<file path="src/ctp_pkg.sv">
package ctp_pkg;
  // ==========================================
  // Register byte addresses (word aligned)
  localparam logic [3:0] ADDR_COUNT   = 4'h0;
  localparam logic [3:0] ADDR_PERIOD  = 4'h4;
  localparam logic [3:0] ADDR_TBCTRL  = 4'h8;
  localparam logic [3:0] ADDR_DUTYBUF = 4'hc;
  localparam int         ADDR_W       = 4;
  // ==========================================
  // Field positions
  localparam int TB_RUN_BIT   = 2;
  localparam int TB_PRE_LSB   = 0;
  localparam int TB_POST_LSB  = 3;
  localparam int CH_DLSB_LSB  = 4;
  localparam int CH_MODE_LSB  = 0;
  // ==========================================
  // Reset values and encodings
  localparam logic [7:0] PERIOD_RST   = 8'hff;
  localparam logic [7:0] TBCTRL_MASK  = 8'h7f;
  localparam logic [7:0] CHCTRL_MASK  = 8'h3f;
  localparam logic [3:0] MODE_PWM     = 4'hc;
  localparam logic [1:0] PRE_DIV1     = 2'h0;
  localparam logic [1:0] PRE_DIV4     = 2'h1;
  localparam logic [3:0] PRE_LAST4    = 4'h3;
  localparam logic [3:0] PRE_LAST16   = 4'hf;
endpackage

</file>
<file path="src/ctp_pwm_timebase.sv">
// Contract
// - Period comes from the writable period limit, compared each increment.
// - After count equals limit, next increment clears count and loads duty.
// - Pin goes high at each restart unless duty value is zero.
// - Postscale select does not affect the PWM period.
// - Duty is 10 bits: buffer byte plus channel control bits 5:4.
// - Duty writes accepted anytime, effective only after next period match.
// - Active duty register is read only; writes leave it unchanged.
// - Active duty byte plus hidden 2-bit latch double-buffer the duty.
// - Pin clears when active duty equals count extended by prescale bits.
// - Duty beyond period never matches, pin stays high all period.
// - Prescaler divides by 1, 4 or 16 via two-bit select.
// - Timebase control: postscale 6:3, run 2, prescale 1:0, bit 7 zero.
// - Channel control: bits 7:6 read zero, 5:4 duty low, 3:0 mode.
// - Usable duty resolution is log2 of clock over PWM frequency.
// - Writing zero to channel control forces the output latch low.
//
// The implementer's own choices: the Wishbone interface to the registers and the register offsets.
module ctp_pwm_timebase
  import ctp_pkg::*;
(
  // Clock, reset, enable
  input  wire logic        CLK_SYS,
  input  wire logic        RST,
  input  wire logic        CE,
  // Wishbone slave
  input  wire logic        WB_CYC_I,
  input  wire logic        WB_STB_I,
  input  wire logic        WB_WE_I,
  input  wire logic [3:0]  WB_ADR_I,
  input  wire logic [31:0] WB_DAT_I,
  input  wire logic [3:0]  WB_SEL_I,
  output logic      [31:0] WB_DAT_O,
  output logic             WB_ACK_O,
  // PWM pin
  output logic             PWM_OUT
);
  // ==========================================
  // Extra registers beyond the first four offsets
  localparam logic [3:0] ADDR_DUTYACT = 4'h0;
  localparam logic [3:0] ADDR_CHCTRL  = 4'h4;

  typedef struct packed {
    logic [7:0]  count;
    logic [7:0]  period;
    logic [7:0]  tbctrl;
    logic [7:0]  dutybuf;
    logic [7:0]  dutyact;
    logic [1:0]  dutylat;
    logic [7:0]  chctrl;
    logic        matched;
    logic        pin;
    logic        restart;
    logic        ack;
    logic [31:0] rdata;
  } ctp_state_t;

  ctp_state_t r;
  ctp_state_t next_r;

  // ==========================================
  // Address decode: bank chosen by the byte lane selects
  logic       bank;
  logic [3:0] adr;
  logic       req;
  logic       wr;
  logic       pwm_on;
  logic       tick;
  logic [1:0] phase;
  logic [9:0] duty_act;
  logic [9:0] cmp_val;

  // Extended address: port is 4 bits, bank chosen by byte lane 3 select
  assign adr  = WB_ADR_I;
  assign bank = WB_SEL_I[3] && !WB_SEL_I[0];
  assign req  = WB_CYC_I && WB_STB_I && !r.ack;
  // Bank 1 writes come on lane 3, otherwise the mode could never be set
  assign wr   = req && WB_WE_I && (WB_SEL_I[0] || bank);

  assign pwm_on = (r.chctrl[CH_MODE_LSB +: 4] == MODE_PWM)
                  && r.tbctrl[TB_RUN_BIT];

  // only prescale bits reach the divider select
  ctp_prescaler u_pre (
    .clk   (CLK_SYS),
    .rst   (RST),
    .ce    (CE),
    .run   (pwm_on),
    .sel   (r.tbctrl[TB_PRE_LSB +: 2]),
    .tick  (tick),
    .phase (phase)
  );

  assign duty_act = {r.dutyact, r.dutylat};
  assign cmp_val  = {r.count, phase};

  function automatic logic [7:0] rd_mux(input logic b, input logic [3:0] a,
                                        input ctp_state_t s);
    if (b) begin
      unique case (a)
        ADDR_DUTYACT: rd_mux = s.dutyact;
        ADDR_CHCTRL:  rd_mux = s.chctrl & CHCTRL_MASK;
        default:      rd_mux = 8'h00;
      endcase
    end else begin
      unique case (a)
        ADDR_COUNT:   rd_mux = s.count;
        ADDR_PERIOD:  rd_mux = s.period;
        ADDR_TBCTRL:  rd_mux = s.tbctrl & TBCTRL_MASK;
        default:      rd_mux = s.dutybuf;
      endcase
    end
  endfunction

  always_comb begin
    next_r = r;
    next_r.ack = req;
    next_r.rdata = {24'h000000, rd_mux(bank, adr, r)};

    // ==========================================
    // Timebase and compare
    if (pwm_on) begin
      next_r.restart = 1'b0;
      // Rise one cycle late, matching the registered clear path
      if (r.restart && duty_act != 10'h000)
        next_r.pin = 1'b1;
      // Compare against period limit each increment
      if (tick) begin
        if (r.matched) begin
          next_r.count   = 8'h00;
          next_r.matched = 1'b0;
          next_r.restart = 1'b1;
          next_r.dutyact = r.dutybuf;
          next_r.dutylat = r.chctrl[CH_DLSB_LSB +: 2];
          // Zero duty keeps the pin low
          if ({r.dutybuf, r.chctrl[CH_DLSB_LSB +: 2]} == 10'h000)
            next_r.pin = 1'b0;
        end else begin
          next_r.count   = r.count + 8'h01;
          next_r.matched = (r.count + 8'h01) == r.period;
        end
      end
      // Duty past the period simply never matches
      if (duty_act == cmp_val)
        next_r.pin = 1'b0;
    end else begin
      next_r.matched = (r.count == r.period);
      next_r.restart = 1'b0;
    end

    // ==========================================
    // Register writes
    if (wr) begin
      if (bank) begin
        if (adr == ADDR_CHCTRL) begin
          next_r.chctrl = WB_DAT_I[7:0] & CHCTRL_MASK;
          if (WB_DAT_I[7:0] == 8'h00)
            next_r.pin = 1'b0;
        end
        // Active duty write is dropped
      end else begin
        unique case (adr)
          ADDR_COUNT: begin
            next_r.count   = WB_DAT_I[7:0];
            next_r.matched = WB_DAT_I[7:0] == r.period;
          end
          ADDR_PERIOD:  next_r.period  = WB_DAT_I[7:0];
          ADDR_TBCTRL:  next_r.tbctrl  = WB_DAT_I[7:0] & TBCTRL_MASK;
          default:      next_r.dutybuf = WB_DAT_I[7:0];
        endcase
      end
    end
  end

  always_ff @(posedge CLK_SYS or posedge RST) begin
    if (RST) begin
      r        <= '0;
      r.period <= PERIOD_RST;
    end else if (CE) begin
      r <= next_r;
    end
  end

  assign WB_ACK_O = r.ack;
  assign WB_DAT_O = r.rdata;
  assign PWM_OUT  = r.pin;

  // ==========================================
  // Checks: timebase and restart
  chk_restart_clears: assert property (
    @(posedge CLK_SYS) disable iff (RST)
    CE && pwm_on && tick && r.matched && !wr |=> r.count == 8'h00)
    else $error("count not cleared after period match");
  chk_restart_flag: assert property (
    @(posedge CLK_SYS) disable iff (RST)
    CE && pwm_on && tick && r.matched && !wr |=> r.restart)
    else $error("restart not flagged after period match");
  chk_count_step: assert property (
    @(posedge CLK_SYS) disable iff (RST)
    CE && pwm_on && tick && !r.matched && !wr
    |=> r.count == $past(r.count) + 8'h01)
    else $error("count did not advance on tick");
  chk_match_flag: assert property (
    @(posedge CLK_SYS) disable iff (RST)
    CE && pwm_on && tick && !r.matched && !wr
    |=> r.matched == (r.count == r.period))
    else $error("period match flag wrong");
  chk_count_hold: assert property (
    @(posedge CLK_SYS) disable iff (RST)
    CE && pwm_on && !tick && !wr |=> $stable(r.count))
    else $error("count moved between ticks");
  chk_hold_off: assert property (
    @(posedge CLK_SYS) disable iff (RST)
    CE && !pwm_on && !wr |=> $stable(r.count))
    else $error("count moved while disabled");
  chk_ce_freeze: assert property (
    @(posedge CLK_SYS) disable iff (RST)
    !CE |=> $stable(r))
    else $error("state moved with clock enable low");

  // ==========================================
  // Checks: prescaler
  chk_pre_div1: assert property (
    @(posedge CLK_SYS) disable iff (RST)
    pwm_on && r.tbctrl[TB_PRE_LSB +: 2] == PRE_DIV1
    |-> tick && phase == 2'h0)
    else $error("divide by one not ticking every cycle");
  chk_pre_gap: assert property (
    @(posedge CLK_SYS) disable iff (RST)
    CE && pwm_on && tick && !wr
    && r.tbctrl[TB_PRE_LSB +: 2] != PRE_DIV1 |=> !tick)
    else $error("prescaler ticked twice in a row");

  // ==========================================
  // Checks: duty double buffer and register writes
  chk_duty_load: assert property (
    @(posedge CLK_SYS) disable iff (RST)
    CE && pwm_on && tick && r.matched && !wr
    |=> r.dutyact == $past(r.dutybuf))
    else $error("duty not loaded at restart");
  chk_lat_load: assert property (
    @(posedge CLK_SYS) disable iff (RST)
    CE && pwm_on && tick && r.matched && !wr
    |=> r.dutylat == $past(r.chctrl[CH_DLSB_LSB +: 2]))
    else $error("duty low bits not latched at restart");
  chk_lat_hold: assert property (
    @(posedge CLK_SYS) disable iff (RST)
    CE && !(pwm_on && tick && r.matched) |=> $stable(r.dutylat))
    else $error("duty low latch changed outside restart");
  chk_act_readonly: assert property (
    @(posedge CLK_SYS) disable iff (RST)
    CE && !(pwm_on && tick && r.matched) |=> $stable(r.dutyact))
    else $error("active duty changed outside restart");
  chk_dutybuf_wr: assert property (
    @(posedge CLK_SYS) disable iff (RST)
    CE && wr && !bank && adr == ADDR_DUTYBUF
    |=> r.dutybuf == $past(WB_DAT_I[7:0]))
    else $error("duty buffer write lost");
  chk_period_wr: assert property (
    @(posedge CLK_SYS) disable iff (RST)
    CE && wr && !bank && adr == ADDR_PERIOD
    |=> r.period == $past(WB_DAT_I[7:0]))
    else $error("period limit write lost");
  chk_chctrl_wr: assert property (
    @(posedge CLK_SYS) disable iff (RST)
    CE && wr && bank && adr == ADDR_CHCTRL
    |=> r.chctrl == ($past(WB_DAT_I[7:0]) & CHCTRL_MASK))
    else $error("channel control write lost");

  // ==========================================
  // Checks: output pin
  chk_zero_duty_low: assert property (
    @(posedge CLK_SYS) disable iff (RST)
    CE && pwm_on && tick && r.matched && !wr
    && {r.dutybuf, r.chctrl[CH_DLSB_LSB +: 2]} == 10'h000 |=> !PWM_OUT)
    else $error("pin set with zero duty");
  chk_restart_high: assert property (
    @(posedge CLK_SYS) disable iff (RST)
    CE && pwm_on && r.restart && !wr && duty_act != 10'h000
    && duty_act != cmp_val && !(tick && r.matched) |=> PWM_OUT)
    else $error("pin not set after restart");
  chk_pin_clear: assert property (
    @(posedge CLK_SYS) disable iff (RST)
    CE && pwm_on && duty_act == cmp_val |=> !PWM_OUT)
    else $error("pin not cleared at duty match");
  chk_overrun_high: assert property (
    @(posedge CLK_SYS) disable iff (RST)
    CE && pwm_on && PWM_OUT && duty_act != cmp_val
    && !(tick && r.matched) && !wr |=> PWM_OUT)
    else $error("pin dropped without duty match");
  chk_chctrl_zero: assert property (
    @(posedge CLK_SYS) disable iff (RST)
    CE && wr && bank && adr == ADDR_CHCTRL && WB_DAT_I[7:0] == 8'h00
    |=> !PWM_OUT)
    else $error("pin not forced low");
  chk_off_pin: assert property (
    @(posedge CLK_SYS) disable iff (RST)
    CE && !pwm_on && !PWM_OUT |=> !PWM_OUT)
    else $error("pin rose while disabled");

  // ==========================================
  // Checks: register bus
  chk_tbctrl_top: assert property (
    @(posedge CLK_SYS) disable iff (RST)
    (r.tbctrl & ~TBCTRL_MASK) == 8'h00)
    else $error("timebase control top bit set");
  chk_chctrl_top: assert property (
    @(posedge CLK_SYS) disable iff (RST)
    (r.chctrl & ~CHCTRL_MASK) == 8'h00)
    else $error("channel control top bits set");
  chk_rd_active: assert property (
    @(posedge CLK_SYS) disable iff (RST)
    CE && req && !WB_WE_I && bank && adr == ADDR_DUTYACT
    |=> WB_DAT_O[7:0] == $past(r.dutyact))
    else $error("active duty read wrong");
  chk_rd_upper: assert property (
    @(posedge CLK_SYS) disable iff (RST)
    CE && req |=> WB_DAT_O[31:8] == 24'h000000)
    else $error("upper read data not zero");
  chk_ack_one: assert property (
    @(posedge CLK_SYS) disable iff (RST)
    CE && req |=> WB_ACK_O ##1 !WB_ACK_O)
    else $error("ack not single cycle");
  chk_ack_idle: assert property (
    @(posedge CLK_SYS) disable iff (RST)
    CE && !WB_CYC_I |=> !WB_ACK_O)
    else $error("ack without a cycle");
endmodule // ctp_pwm_timebase

</file>
<file path="src/ctp_prescaler.sv">
// ==========================================
// Timebase prescaler: tick every 1, 4 or 16 enabled cycles
module ctp_prescaler
  import ctp_pkg::*;
(
  // Clock, reset and enable
  input  wire logic       clk,
  input  wire logic       rst,
  input  wire logic       ce,
  // Control
  input  wire logic       run,
  input  wire logic [1:0] sel,
  // Result
  output logic            tick,
  output logic      [1:0] phase
);
  typedef struct packed {
    logic [3:0] cnt;
  } ctp_pre_t;

  ctp_pre_t r;
  ctp_pre_t next_r;
  logic [3:0] last;

  always_comb begin
    next_r = r;
    unique case (sel)
      PRE_DIV1: last = 4'h0;
      PRE_DIV4: last = PRE_LAST4;
      default:  last = PRE_LAST16;
    endcase
    if (!run)
      next_r.cnt = 4'h0;
    else if (r.cnt >= last)
      next_r.cnt = 4'h0;
    else
      next_r.cnt = r.cnt + 4'h1;
  end

  assign tick = run && (r.cnt >= last);
  // Two sub-count bits extend the 8-bit compare to 10 bits
  assign phase = (sel == PRE_DIV1) ? 2'h0 :
                 (sel == PRE_DIV4) ? r.cnt[1:0] : r.cnt[3:2];

  always_ff @(posedge clk or posedge rst) begin
    if (rst)
      r <= '0;
    else if (ce)
      r <= next_r;
  end
endmodule // ctp_prescaler

</file>
<file path="config.mk">
export PLATFORM = sky130hd
export DESIGN_NAME = ctp_pwm_timebase
export DESIGN_NICKNAME = d
export VERILOG_FILES = /design/src/ctp_pkg.sv /design/src/ctp_pwm_timebase.sv /design/src/ctp_prescaler.sv
export SDC_FILE = /design/constraint.sdc
export NUM_CORES = 1
export LEC_CHECK = 0
export BUFFER_PORTS_ARGS = -buffer_cell sky130_fd_sc_hd__buf_4
export CAP_MARGIN = 10
export CORE_MARGIN = 2
export CORE_UTILIZATION = 58
export CTS_BUF_LIST = sky130_fd_sc_hd__clkbuf_2 sky130_fd_sc_hd__clkbuf_4 sky130_fd_sc_hd__clkbuf_8
export DETAILED_ROUTE_END_ITERATION = 16
export PLACE_DENSITY = 0.84
export SLEW_MARGIN = 20
export SYNTH_ARGS = -nofsm -noshare
export SYNTH_HDL_FRONTEND = slang
export SYNTH_SLANG_ARGS = --single-unit
</file>
<file path="constraint.sdc">
create_clock -name CLK_SYS -period 5 [get_ports CLK_SYS]
set_input_delay 0.25 -clock CLK_SYS [delete_from_list [all_inputs] [get_ports CLK_SYS]]
set_output_delay 0.25 -clock CLK_SYS [all_outputs]
set_load 0.02 [all_outputs]
</file>
==> qor.csv, run 1 <==
stage,metric,value,unit
clocking,Clock transition at path regs,0.07,ns
worst_setup_path,Critical Path Source Type,flip-flop,
worst_setup_path,Worst Path Max Fanout,8,
sta,Final min period,2.80,ns
synth,Cells after Synth,387,
global_routing,vias in the first global route,2970,
worst_setup_path,CP Class,flip-flop to flip-flop,
clocking,H-tree depth,3,
global_routing,largest net degree at the start of global routing,64,
placed_design,Routability Congestion,0.950,
global_routing,first-pass GRT wire length,15.3,mm
pwr,Peak VDD IR,0.250,mV
clocking,CTS resizes,0,
clocking,"Hold-fix buffers, CTS",0,
sta,Hold Fails Final Rpt,0,
finish,fin area,0.00429,sq mm
clocking,TritonCTS Buffers,9,
placed_design,Setup Slack @ Placement,2.28,ns
pwr,register share of total power,0.453,
floorplanning,IO Pins,80,
worst_setup_path,"Top cell by count, worst path",nand2b_1,
synth,post-synth cell types,59,
sta,clk_skew,0.00730,ns
global_routing,initial antenna violation count,0,
finish,layout overhead on the synthesized area,7.83,%
worst_setup_path,reg2reg setup slack,2.20,ns
pwr,leakage power,1.99,nW
pwr,Power per Cell Area,308,mW/mm^2
worst_setup_path,Critical Path RT,5.27,ns
clocking,clock tree buffer depth,2,
route,vias,3077,
synth,sequential share of the synthesized area,0.399,
pwr,Switching Share,0.272,
flow_run,Max-Cap Viols,0,
synth,Ys Warns,0,
sta,Final Max Tran Viols,0,
pwr,Comb power frac,0.159,
sta,Final setup violation count,0,
sta,Worst-Margin Slew,0.786,ns
floorplanning,starting density of the core,0.592,
worst_setup_path,"Cell Chain, Critical Path","or2_2, ha_1, nand2b_1, a2111oi_2, nor3b_2, nand2b_1, or4_1, a21oi_1",
synth,Avg Inst Size Synth,10.3,sq um
min_path,Hold Path Class,input port to asynchronous set/reset pin,
sta,RSZ-0062 raised after global routing,no,
placed_design,"Cell Area, Placed",0.00406,sq mm
global_routing,Overflow after GRT,0,
synth,Synth Register Bits,63,
worst_setup_path,critical path's top delay family,simple AND/OR/NAND/NOR gates,
floorplanning,row count,30,
sta,Final WS setup,2.20,ns
route,initial DRC count,416,
clocking,Worst-Skew Late Latency,0.35,ns
finish,"commonest non-fill, non-tap cell in the layout",dfrtp_1,
worst_setup_path,"Max stage delay cell, worst path",or4_1,
finish,Ant. Diodes,0,
placed_design,Port Buffers,29,
synth,Post-synth EDFFs,0,
floorplanning,core area,0.00672,sq mm
pwr,clock share of power,0.389,
route,number of nets still failing antenna checks after routing,0,
route,# DRC,0,
route,drt wl/cell,19.7,um
pwr,switching power,0.359,mW
clocking,CTS tree,built,
clocking,Post-CTS Setup Bufs,0,
sta,FMAX,0.358,GHz
synth,"Primary FF master, synth",dfrtp_1,
finish,layout cells sized above 1,0.295,
sta,Max-Slew Margin vs Limit,0.476,
route,Via density,6.32,
clocking,clock root cell,clkbuf_8,
placed_design,DPL Wire Length,6.69,mm
worst_setup_path,Max stage delay on crit path,0.56,ns
sta,setup TNS,0,ns
global_routing,Tot GR Track Use,0.267,
sta,fin crit share,0.559,
worst_setup_path,CP endpoint kind,flip-flop,
worst_setup_path,CP arrival,3.07,ns
synth,Post-Syn Area,0.00398,sq mm
route,final wirelength,9.59,mm
run_status,outcome,finished clean,
floorplanning,chip height,86.8,um
clocking,Clock Sinks,63,
synth,Async SR Flop Fraction,1.00,
floorplanning,die area,0.00754,sq mm
worst_setup_path,WP buf/inv,0,
finish,layout net count,454,
pwr,Internal,0.962,mW
finish,"commonest non-fill, non-tap cells in the layout","dfrtp_1, mux2_2, buf_4, conb_1, o21ai_0",
route,drt pass-1 iters,5,
floorplanning,die width,86.8,um
area by class of cell:
| type | count | area (sq um) |
|---|---|---|
| clock buffer | 13 | 166 |
| tap | 80 | 100 |
| timing repair buffer | 31 | 233 |
| inverter | 9 | 33.8 |
| multi-input combinational | 288 | 2110 |
| clock inverter | 3 | 65.1 |
| fill | 522 | 2430 |
| sequential | 63 | 1590 |
worst paths after layout:
path,start,cells after the start,end
setup reg to reg,r[62],8,r[35]
min in group CLK_SYS,WB_STB_I,3,WB_ACK_O
setup / recovery,r[62],8,r[35]
max in group asynchronous,RST,3,cmp_val[5]
hold / removal,RST,3,r[59]
hold reg to reg,r[33],1,r[33]
synth_stat cells (all sizes together), types with 2 or more instances:
cell type  instances  area, sq um
xor2              16          148
or2                2         12.5
and3               2         17.5
a22o               2         17.5
o22ai              8         50.1
a2bb2oi            3         26.3
nor3b              3         32.5
a21oi             15         75.1
nor2              14         55.1
a31oi              2         12.5
or3                2         12.5
or4                2         15.0
mux2              50          563
nand3             11         55.1
nand2             20         82.6
buf               39          287
ha                 6         75.1
inv                9         33.8
nand4              9         56.3
nor2b              3         18.8
xnor2             18          158
o311ai             2         17.5
dfrtp             55         1380
o21ai             24          120
nand2b             8         50.1
a221o              9         90.1
dfstp              8          210
nor4               8         50.1
nor3               9         60.1
clkbuf            10         47.5
through the flow:
stage / instances / hold slack, ns / power, mW / utilization
after global placement: 471 / 0.467 / 0.801 / 0.604
final: 487 / 0.133 / 1.32 / 0.639
after floorplan: 410 / 0.367 / 0.766 / -
after global routing: 487 / 0.206 / 1.37 / 0.639
after CTS: 487 / 0.164 / 1.32 / 0.638
after detailed placement: 471 / 0.478 / 0.810 / 0.604
power groups by stage:
stage / combinational [mW] / clock [mW] / sequential, mW
floorplan: 0.182 / 0 / 0.584
global placement: 0.198 / 0 / 0.603
detailed placement: 0.205 / 0 / 0.605
CTS: 0.207 / 0.511 / 0.596
global route: 0.226 / 0.538 / 0.603
finish: 0.210 / 0.513 / 0.598
routing by layer:
layer / track usage / vias to the layer above / wire (um)
li1: - / 1385 / -
met3: 0.0524 / 30 / 857
met5: 0 / - / 0
met4: 0.104 / 0 / 262
met2: 0.418 / 189 / 4580
met1: 0.367 / 1473 / 3900
flip-flops by register name (all words and copies together) (netlist names):
register / count
duty_act: 10
r: 31
WB_DAT_O: 8
u_pre.r: 4
cmp_val: 8
WB_ACK_O: 1
PWM_OUT: 1
logic make-up after synthesis:
logic type / synth area share
other cells: 0.000942
buf+inv: 0.0949
fa+ha+maj: 0.0189
compound gates: 0.125
xor+xnor: 0.0767
mux: 0.144
flops: 0.399
simple gates: 0.141
tightest hold or removal path: cells and delay by family:
| kind | cells | cell delay (ns) |
|---|---|---|
| buffers and inverters | 3 | 0.75 |
Power figures use the tool's default switching activity.
==> run 2, diff against run 1 <==
--- a/config.mk
+++ b/config.mk
@@ -8,10 +8,10 @@
 export BUFFER_PORTS_ARGS = -buffer_cell sky130_fd_sc_hd__buf_4
 export CAP_MARGIN = 10
 export CORE_MARGIN = 2
-export CORE_UTILIZATION = 58
+export CORE_UTILIZATION = 57
 export CTS_BUF_LIST = sky130_fd_sc_hd__clkbuf_2 sky130_fd_sc_hd__clkbuf_4 sky130_fd_sc_hd__clkbuf_8
 export DETAILED_ROUTE_END_ITERATION = 16
-export PLACE_DENSITY = 0.84
+export PLACE_DENSITY = 0.82
 export SLEW_MARGIN = 20
 export SYNTH_ARGS = -nofsm -noshare
 export SYNTH_HDL_FRONTEND = slang
==> constraint.sdc (replaced) <==
create_clock -name CLK_SYS -period 2.6 [get_ports CLK_SYS]
set_input_delay 0.13 -clock CLK_SYS [delete_from_list [all_inputs] [get_ports CLK_SYS]]
set_output_delay 0.13 -clock CLK_SYS [all_outputs]
set_load 0.02 [all_outputs]
==> qor.csv, run 2 (same netlist as run 1, synthesis figures left out) <==
stage,metric,value,unit,change
run_status,outcome,finished clean,,
finish,layout cells sized above 1,0.321,,+0.0257
route,drt wl/cell,19.5,um,-0.99%
clocking,TritonCTS Buffers,9,,unchanged
worst_setup_path,Critical Path Source Type,flip-flop,,
sta,Hold Fails Final Rpt,0,,unchanged
global_routing,vias in the first global route,3014,,+1.5%
worst_setup_path,Worst Path Max Fanout,11,,+3
route,number of nets still failing antenna checks after routing,0,,unchanged
clocking,clock tree buffer depth,2,,unchanged
clocking,Clock transition at path regs,0.08,ns,about the same
pwr,Switching Share,0.294,,+0.0223
clocking,Clock Sinks,63,,unchanged
min_path,Hold Path Class,input port to asynchronous set/reset pin,,
clocking,Worst-Skew Late Latency,0.36,ns,about the same
global_routing,largest net degree at the start of global routing,64,,unchanged
pwr,Internal,1.81,mW,+89%
sta,Max-Slew Margin vs Limit,0.473,,-0.00274
clocking,CTS tree,built,,
clocking,H-tree depth,3,,unchanged
sta,Final min period,2.49,ns,-0.311 ns
global_routing,first-pass GRT wire length,16.0,mm,+4.7%
pwr,Comb power frac,0.164,,+0.005
sta,Final Max Tran Viols,0,,unchanged
route,initial DRC count,376,,-9.6%
floorplanning,die width,87.6,um,+0.83%
sta,RSZ-0062 raised after global routing,no,,
sta,Final setup violation count,0,,unchanged
sta,fin crit share,0.956,,+0.397
pwr,register share of total power,0.447,,-0.006
placed_design,Port Buffers,29,,unchanged
route,Via density,6.20,,-1.9%
worst_setup_path,Reg2Reg Depth,7,,-1
floorplanning,die area,0.00767,sq mm,+1.7%
placed_design,"Cell Area, Placed",0.00414,sq mm,+2.2%
worst_setup_path,CP Class,flip-flop to flip-flop,,
global_routing,Tot GR Track Use,0.276,,+0.00864
floorplanning,IO Pins,80,,unchanged
clocking,"Hold-fix buffers, CTS",0,,unchanged
pwr,Power per Cell Area,582,mW/mm^2,+89%
floorplanning,chip height,87.6,um,+0.83%
pwr,clock share of power,0.389,,about the same
flow_run,Max-Cap Viols,0,,unchanged
pwr,Peak VDD IR,0.531,mV,+110%
route,# DRC,0,,unchanged
worst_setup_path,CP arrival,2.73,ns,-0.34 ns
finish,"commonest non-fill, non-tap cell in the layout",dfrtp_1,,
finish,Largest Register,r,,
route,drt pass-1 iters,6,,+1
floorplanning,starting density of the core,0.586,,-0.00655
clocking,clock root cell,clkbuf_8,,
global_routing,initial antenna violation count,0,,unchanged
placed_design,Routability Congestion,0.961,,+1.2%
finish,# fillers,497,,-4.8%
pwr,switching power,0.756,mW,+110%
finish,fin area,0.00442,sq mm,+3.0%
sta,setup TNS,0,ns,unchanged
worst_setup_path,Critical Path RT,2.84,ns,-2.43 ns
finish,layout net count,465,,+2.4%
sta,FMAX,0.402,GHz,+12%
finish,Ant. Diodes,0,,unchanged
sta,clk_skew,0.0117,ns,+0.00437 ns
global_routing,Overflow after GRT,0,,unchanged
floorplanning,core area,0.00679,sq mm,+1.1%
route,final wirelength,10.0,mm,+4.5%
finish,"commonest non-fill, non-tap cells in the layout","dfrtp_1, mux2_2, buf_4, conb_1, o21ai_0",,
sta,Worst-Margin Slew,0.790,ns,+0.00411 ns
finish,layout overhead on the synthesized area,11.1,%,
floorplanning,row count,30,,unchanged
route,vias,3187,,+3.6%
worst_setup_path,CP endpoint kind,flip-flop,,
placed_design,DPL Wire Length,6.99,mm,+4.4%
finish,max reg flops,31,,unchanged
pwr,leakage power,2.06,nW,+3.4%
[run 2: worst paths after layout]
| path | from | end | slack [ns] |
|---|---|---|---|
| worst max-delay path | r[62] | duty_act[3] | 0.11 |
| worst max register to register | r[62] | duty_act[3] | 0.11 |
| worst min-delay path | RST | WB_DAT_O[2] | 0.02 |
| max in group asynchronous | RST | cmp_val[6] | 2.06 |
| min in group CLK_SYS | WB_STB_I | WB_ACK_O | 0.07 |
| worst min register to register | r[33] | r[33] | 0.49 |
[run 2: timing repair]
action,4_1_cts,5_1_grt
buffers inserted,0,2
setup endpoints to repair,1,16
gates resized for setup,1,5
pin swaps,0,2
[run 2: metal layers]
layer | part of all wire | GRT usage
met5 | 0 | 0
met4 | 0.041 | 0.129
met3 | 0.088 | 0.0500
met2 | 0.47 | 0.431
met1 | 0.40 | 0.376
[run 2: critical path: stages (launching register included)]
cell and delay (ns):
dfrtp_1 0.39, or2_2 0.31, ha_1 0.27, nand2b_1 0.17
a2111oi_4 0.45, nor2_1 0.13, and3_2 0.33, mux2_2 0.31
[run 2: cell type report]
cell class                      count  area (sq um)  share of cell area
Sequential cell                    63          1590               0.359
Inverter                            9          33.8             0.00764
Clock inverter                      6          92.6              0.0209
Timing Repair Buffer               42           315              0.0713
Tap cell                           96           120              0.0272
Multi-Input combinational cell    288          2130               0.483
Clock buffer                       10           138              0.0311
[run 2: per-stage QoR]
stage,hold slack (ns),cells,power (mW),utilization,worst slack (ns)
6_report,0.0248,514,2.57,0.651,0.115
5_1_grt,0.0871,514,2.66,0.651,0.00543
4_1_cts,0.0553,512,2.55,0.644,0.0393
3_5_place_dp,0.430,496,1.57,0.610,0.0200
3_3_place_gp,0.399,496,1.55,0.610,0.0757
2_1_floorplan,0.247,410,1.47,-,0.211
[run 2: power groups by stage]
stage	registers, mW	clock network, mW	logic (mW)
floorplan	1.12	0	0.350
global placement	1.15	0	0.396
detailed placement	1.16	0	0.408
CTS	1.14	0.998	0.411
global route	1.16	1.04	0.455
finish	1.15	1.00	0.421
==> run 3, diff against run 2 <==
--- a/config.mk
+++ b/config.mk
@@ -8,10 +8,9 @@
 export BUFFER_PORTS_ARGS = -buffer_cell sky130_fd_sc_hd__buf_4
 export CAP_MARGIN = 10
 export CORE_MARGIN = 2
-export CORE_UTILIZATION = 57
+export CORE_UTILIZATION = 30
 export CTS_BUF_LIST = sky130_fd_sc_hd__clkbuf_2 sky130_fd_sc_hd__clkbuf_4 sky130_fd_sc_hd__clkbuf_8
 export DETAILED_ROUTE_END_ITERATION = 16
-export PLACE_DENSITY = 0.82
 export SLEW_MARGIN = 20
 export SYNTH_ARGS = -nofsm -noshare
 export SYNTH_HDL_FRONTEND = slang
==> qor.csv, run 3 (same netlist as run 1, synthesis figures left out) <==
stage,metric,value,unit,change
finish,post-layout util,0.346,,-0.304
global_routing,largest net degree at the start of global routing,36,,-44%
route,final wirelength,10.3,mm,+3.1%
pwr,Power per Cell Area,571,mW/mm^2,-1.7%
worst_setup_path,CP Class,flip-flop to flip-flop,,
global_routing,vias in the first global route,3045,,+1.0%
finish,"commonest non-fill, non-tap cell in the layout",dfrtp_1,,
finish,FF/Latch Area,0.00159,sq mm,unchanged
sta,Max-Slew Margin vs Limit,0.487,,+0.0133
min_path,Hold Path Class,input port to flip-flop,,
placed_design,DPL Wire Length,7.49,mm,+7.2%
floorplanning,chip height,119,um,+36%
pwr,leakage power,2.07,nW,+0.39%
worst_setup_path,Worst Path Max Fanout,5,,-6
global_routing,Tot GR Track Use,0.151,,-0.126
clocking,Clock transition at path regs,0.08,ns,about the same
finish,max reg flops,31,,unchanged
floorplanning,die area,0.0142,sq mm,+85%
run_status,outcome,finished clean,,
finish,layout cells sized above 1,0.313,,-0.00718
sta,Final min period,2.44,ns,-0.0467 ns
sta,setup TNS,0,ns,unchanged
finish,Largest Register,r,,
floorplanning,row count,42,,+40%
pwr,Peak VDD IR,0.375,mV,-29%
route,initial DRC count,218,,-42%
global_routing,initial antenna violation count,0,,unchanged
route,drt pass-1 iters,4,,-2
finish,# fillers,1328,,+170%
sta,FMAX,0.410,GHz,+1.9%
clocking,Worst-Skew Late Latency,0.36,ns,about the same
finish,Ant. Diodes,0,,unchanged
global_routing,Overflow after GRT,0,,unchanged
floorplanning,core area,0.0131,sq mm,+93%
sta,RSZ-0062 raised after global routing,no,,
worst_setup_path,Critical Path RT,2.88,ns,+0.04 ns
sta,Worst-Margin Slew,0.769,ns,-0.0211 ns
clocking,clock tree buffer depth,2,,unchanged
sta,clk_skew,0.0126,ns,+0.000974 ns
sta,final hold slack,0.0702,ns,+0.0454 ns
route,drt wl/cell,17.4,um,-11%
finish,layout net count,465,,unchanged
finish,layout overhead on the synthesized area,13.9,%,
finish,"commonest non-fill, non-tap cells in the layout","dfrtp_1, mux2_2, buf_4, conb_1, o21ai_0",,
clocking,Post-CTS Setup Bufs,0,,unchanged
floorplanning,starting density of the core,0.304,,-0.282
route,Via density,5.12,,-17%
sta,Final setup violation count,0,,unchanged
finish,multi-input logic area,0.00212,sq mm,-0.65%
floorplanning,die width,119,um,+36%
sta,Final Max Tran Viols,0,,unchanged
route,number of nets still failing antenna checks after routing,0,,unchanged
sta,fin crit share,0.938,,-0.0180
route,# DRC,0,,unchanged
route,vias,3041,,-4.6%
floorplanning,IO Pins,80,,unchanged
placed_design,Port Buffers,29,,unchanged
clocking,clock root cell,clkbuf_8,,
clocking,H-tree depth,3,,unchanged
worst_setup_path,Critical Path Source Type,flip-flop,,
clocking,Clock Sinks,63,,unchanged
clocking,TritonCTS Buffers,9,,unchanged
sta,Hold Fails Final Rpt,0,,unchanged
placed_design,Routability Congestion,0.861,,-10%
worst_setup_path,CP endpoint kind,flip-flop,,
clocking,CTS tree,built,,
flow_run,Max-Cap Viols,0,,unchanged
worst_setup_path,CP arrival,2.72,ns,about the same
global_routing,first-pass GRT wire length,16.6,mm,+3.7%
run 3: timing repair:
action | in CTS | in global routing
setup endpoints to repair | 0 | 17
gates resized for setup | 0 | 4
endpoints found under the hold margin | 30 | 0
hold buffers | 1 | 0
run 3: routing by layer:
layer | global-route usage | wire length, um | share of wire | vias up
met2 | 0.246 | 4910 | 0.48 | 94
met1 | 0.198 | 4750 | 0.46 | 1524
met4 | 0.0499 | 200 | 0.019 | 0
met5 | 0 | 0 | 0 | -
met3 | 0.0335 | 470 | 0.045 | 23
li1 | - | - | - | 1400
run 3: worst paths after layout:
check                           startpoint  endpoint  slack [ns]  cells after the start
worst max-delay path                 r[62]     r[35]        0.16                      9
worst min-delay path              WB_STB_I  WB_ACK_O        0.07                      3
worst max register to register       r[62]     r[35]        0.16                      9
worst min register to register       r[33]     r[33]        0.49                      1
max in group asynchronous              RST     r[76]        1.42                      4
min in group asynchronous              RST     r[37]        0.48                      3
run 3: final cells by class:
class	instances	share of cell area
clock buffer	12	0.0364
clock inverter	4	0.0168
inverter	9	0.00745
multi-input combinational	288	0.468
sequential	63	0.350
tap	176	0.0486
timing repair buffer	42	0.0729
run 3: power by group:
group	internal, mW	total (mW)	leakage, nW	switching (mW)
Combinational	0.186	0.414	1.14	0.228
Clock	0.620	1.02	0.119	0.405
Sequential	1.06	1.15	0.813	0.0920
Total	1.87	2.59	2.07	0.725
run 3: critical path, stage by stage (launching register included):
cell	delay, ns
dfrtp_1	0.37
or2_2	0.31
ha_1	0.28
nand2b_4	0.11
a2111oi_2	0.06
buf_4	0.15
nor3b_4	0.26
nand2b_1	0.14
or4_1	0.53
a21oi_1	0.14
run 3: through the flow:
step           cells  cell area (sq um)  setup WS (ns)  total power, mW
3_5_place_dp     577               4260         0.0617             1.58
4_1_cts          594               4510         0.0319             2.61
6_report         594               4530          0.161             2.59
2_1_floorplan    410               4070          0.211             1.47
3_3_place_gp     577               4260          0.105             1.57
5_1_grt          594               4530         0.0157             2.70
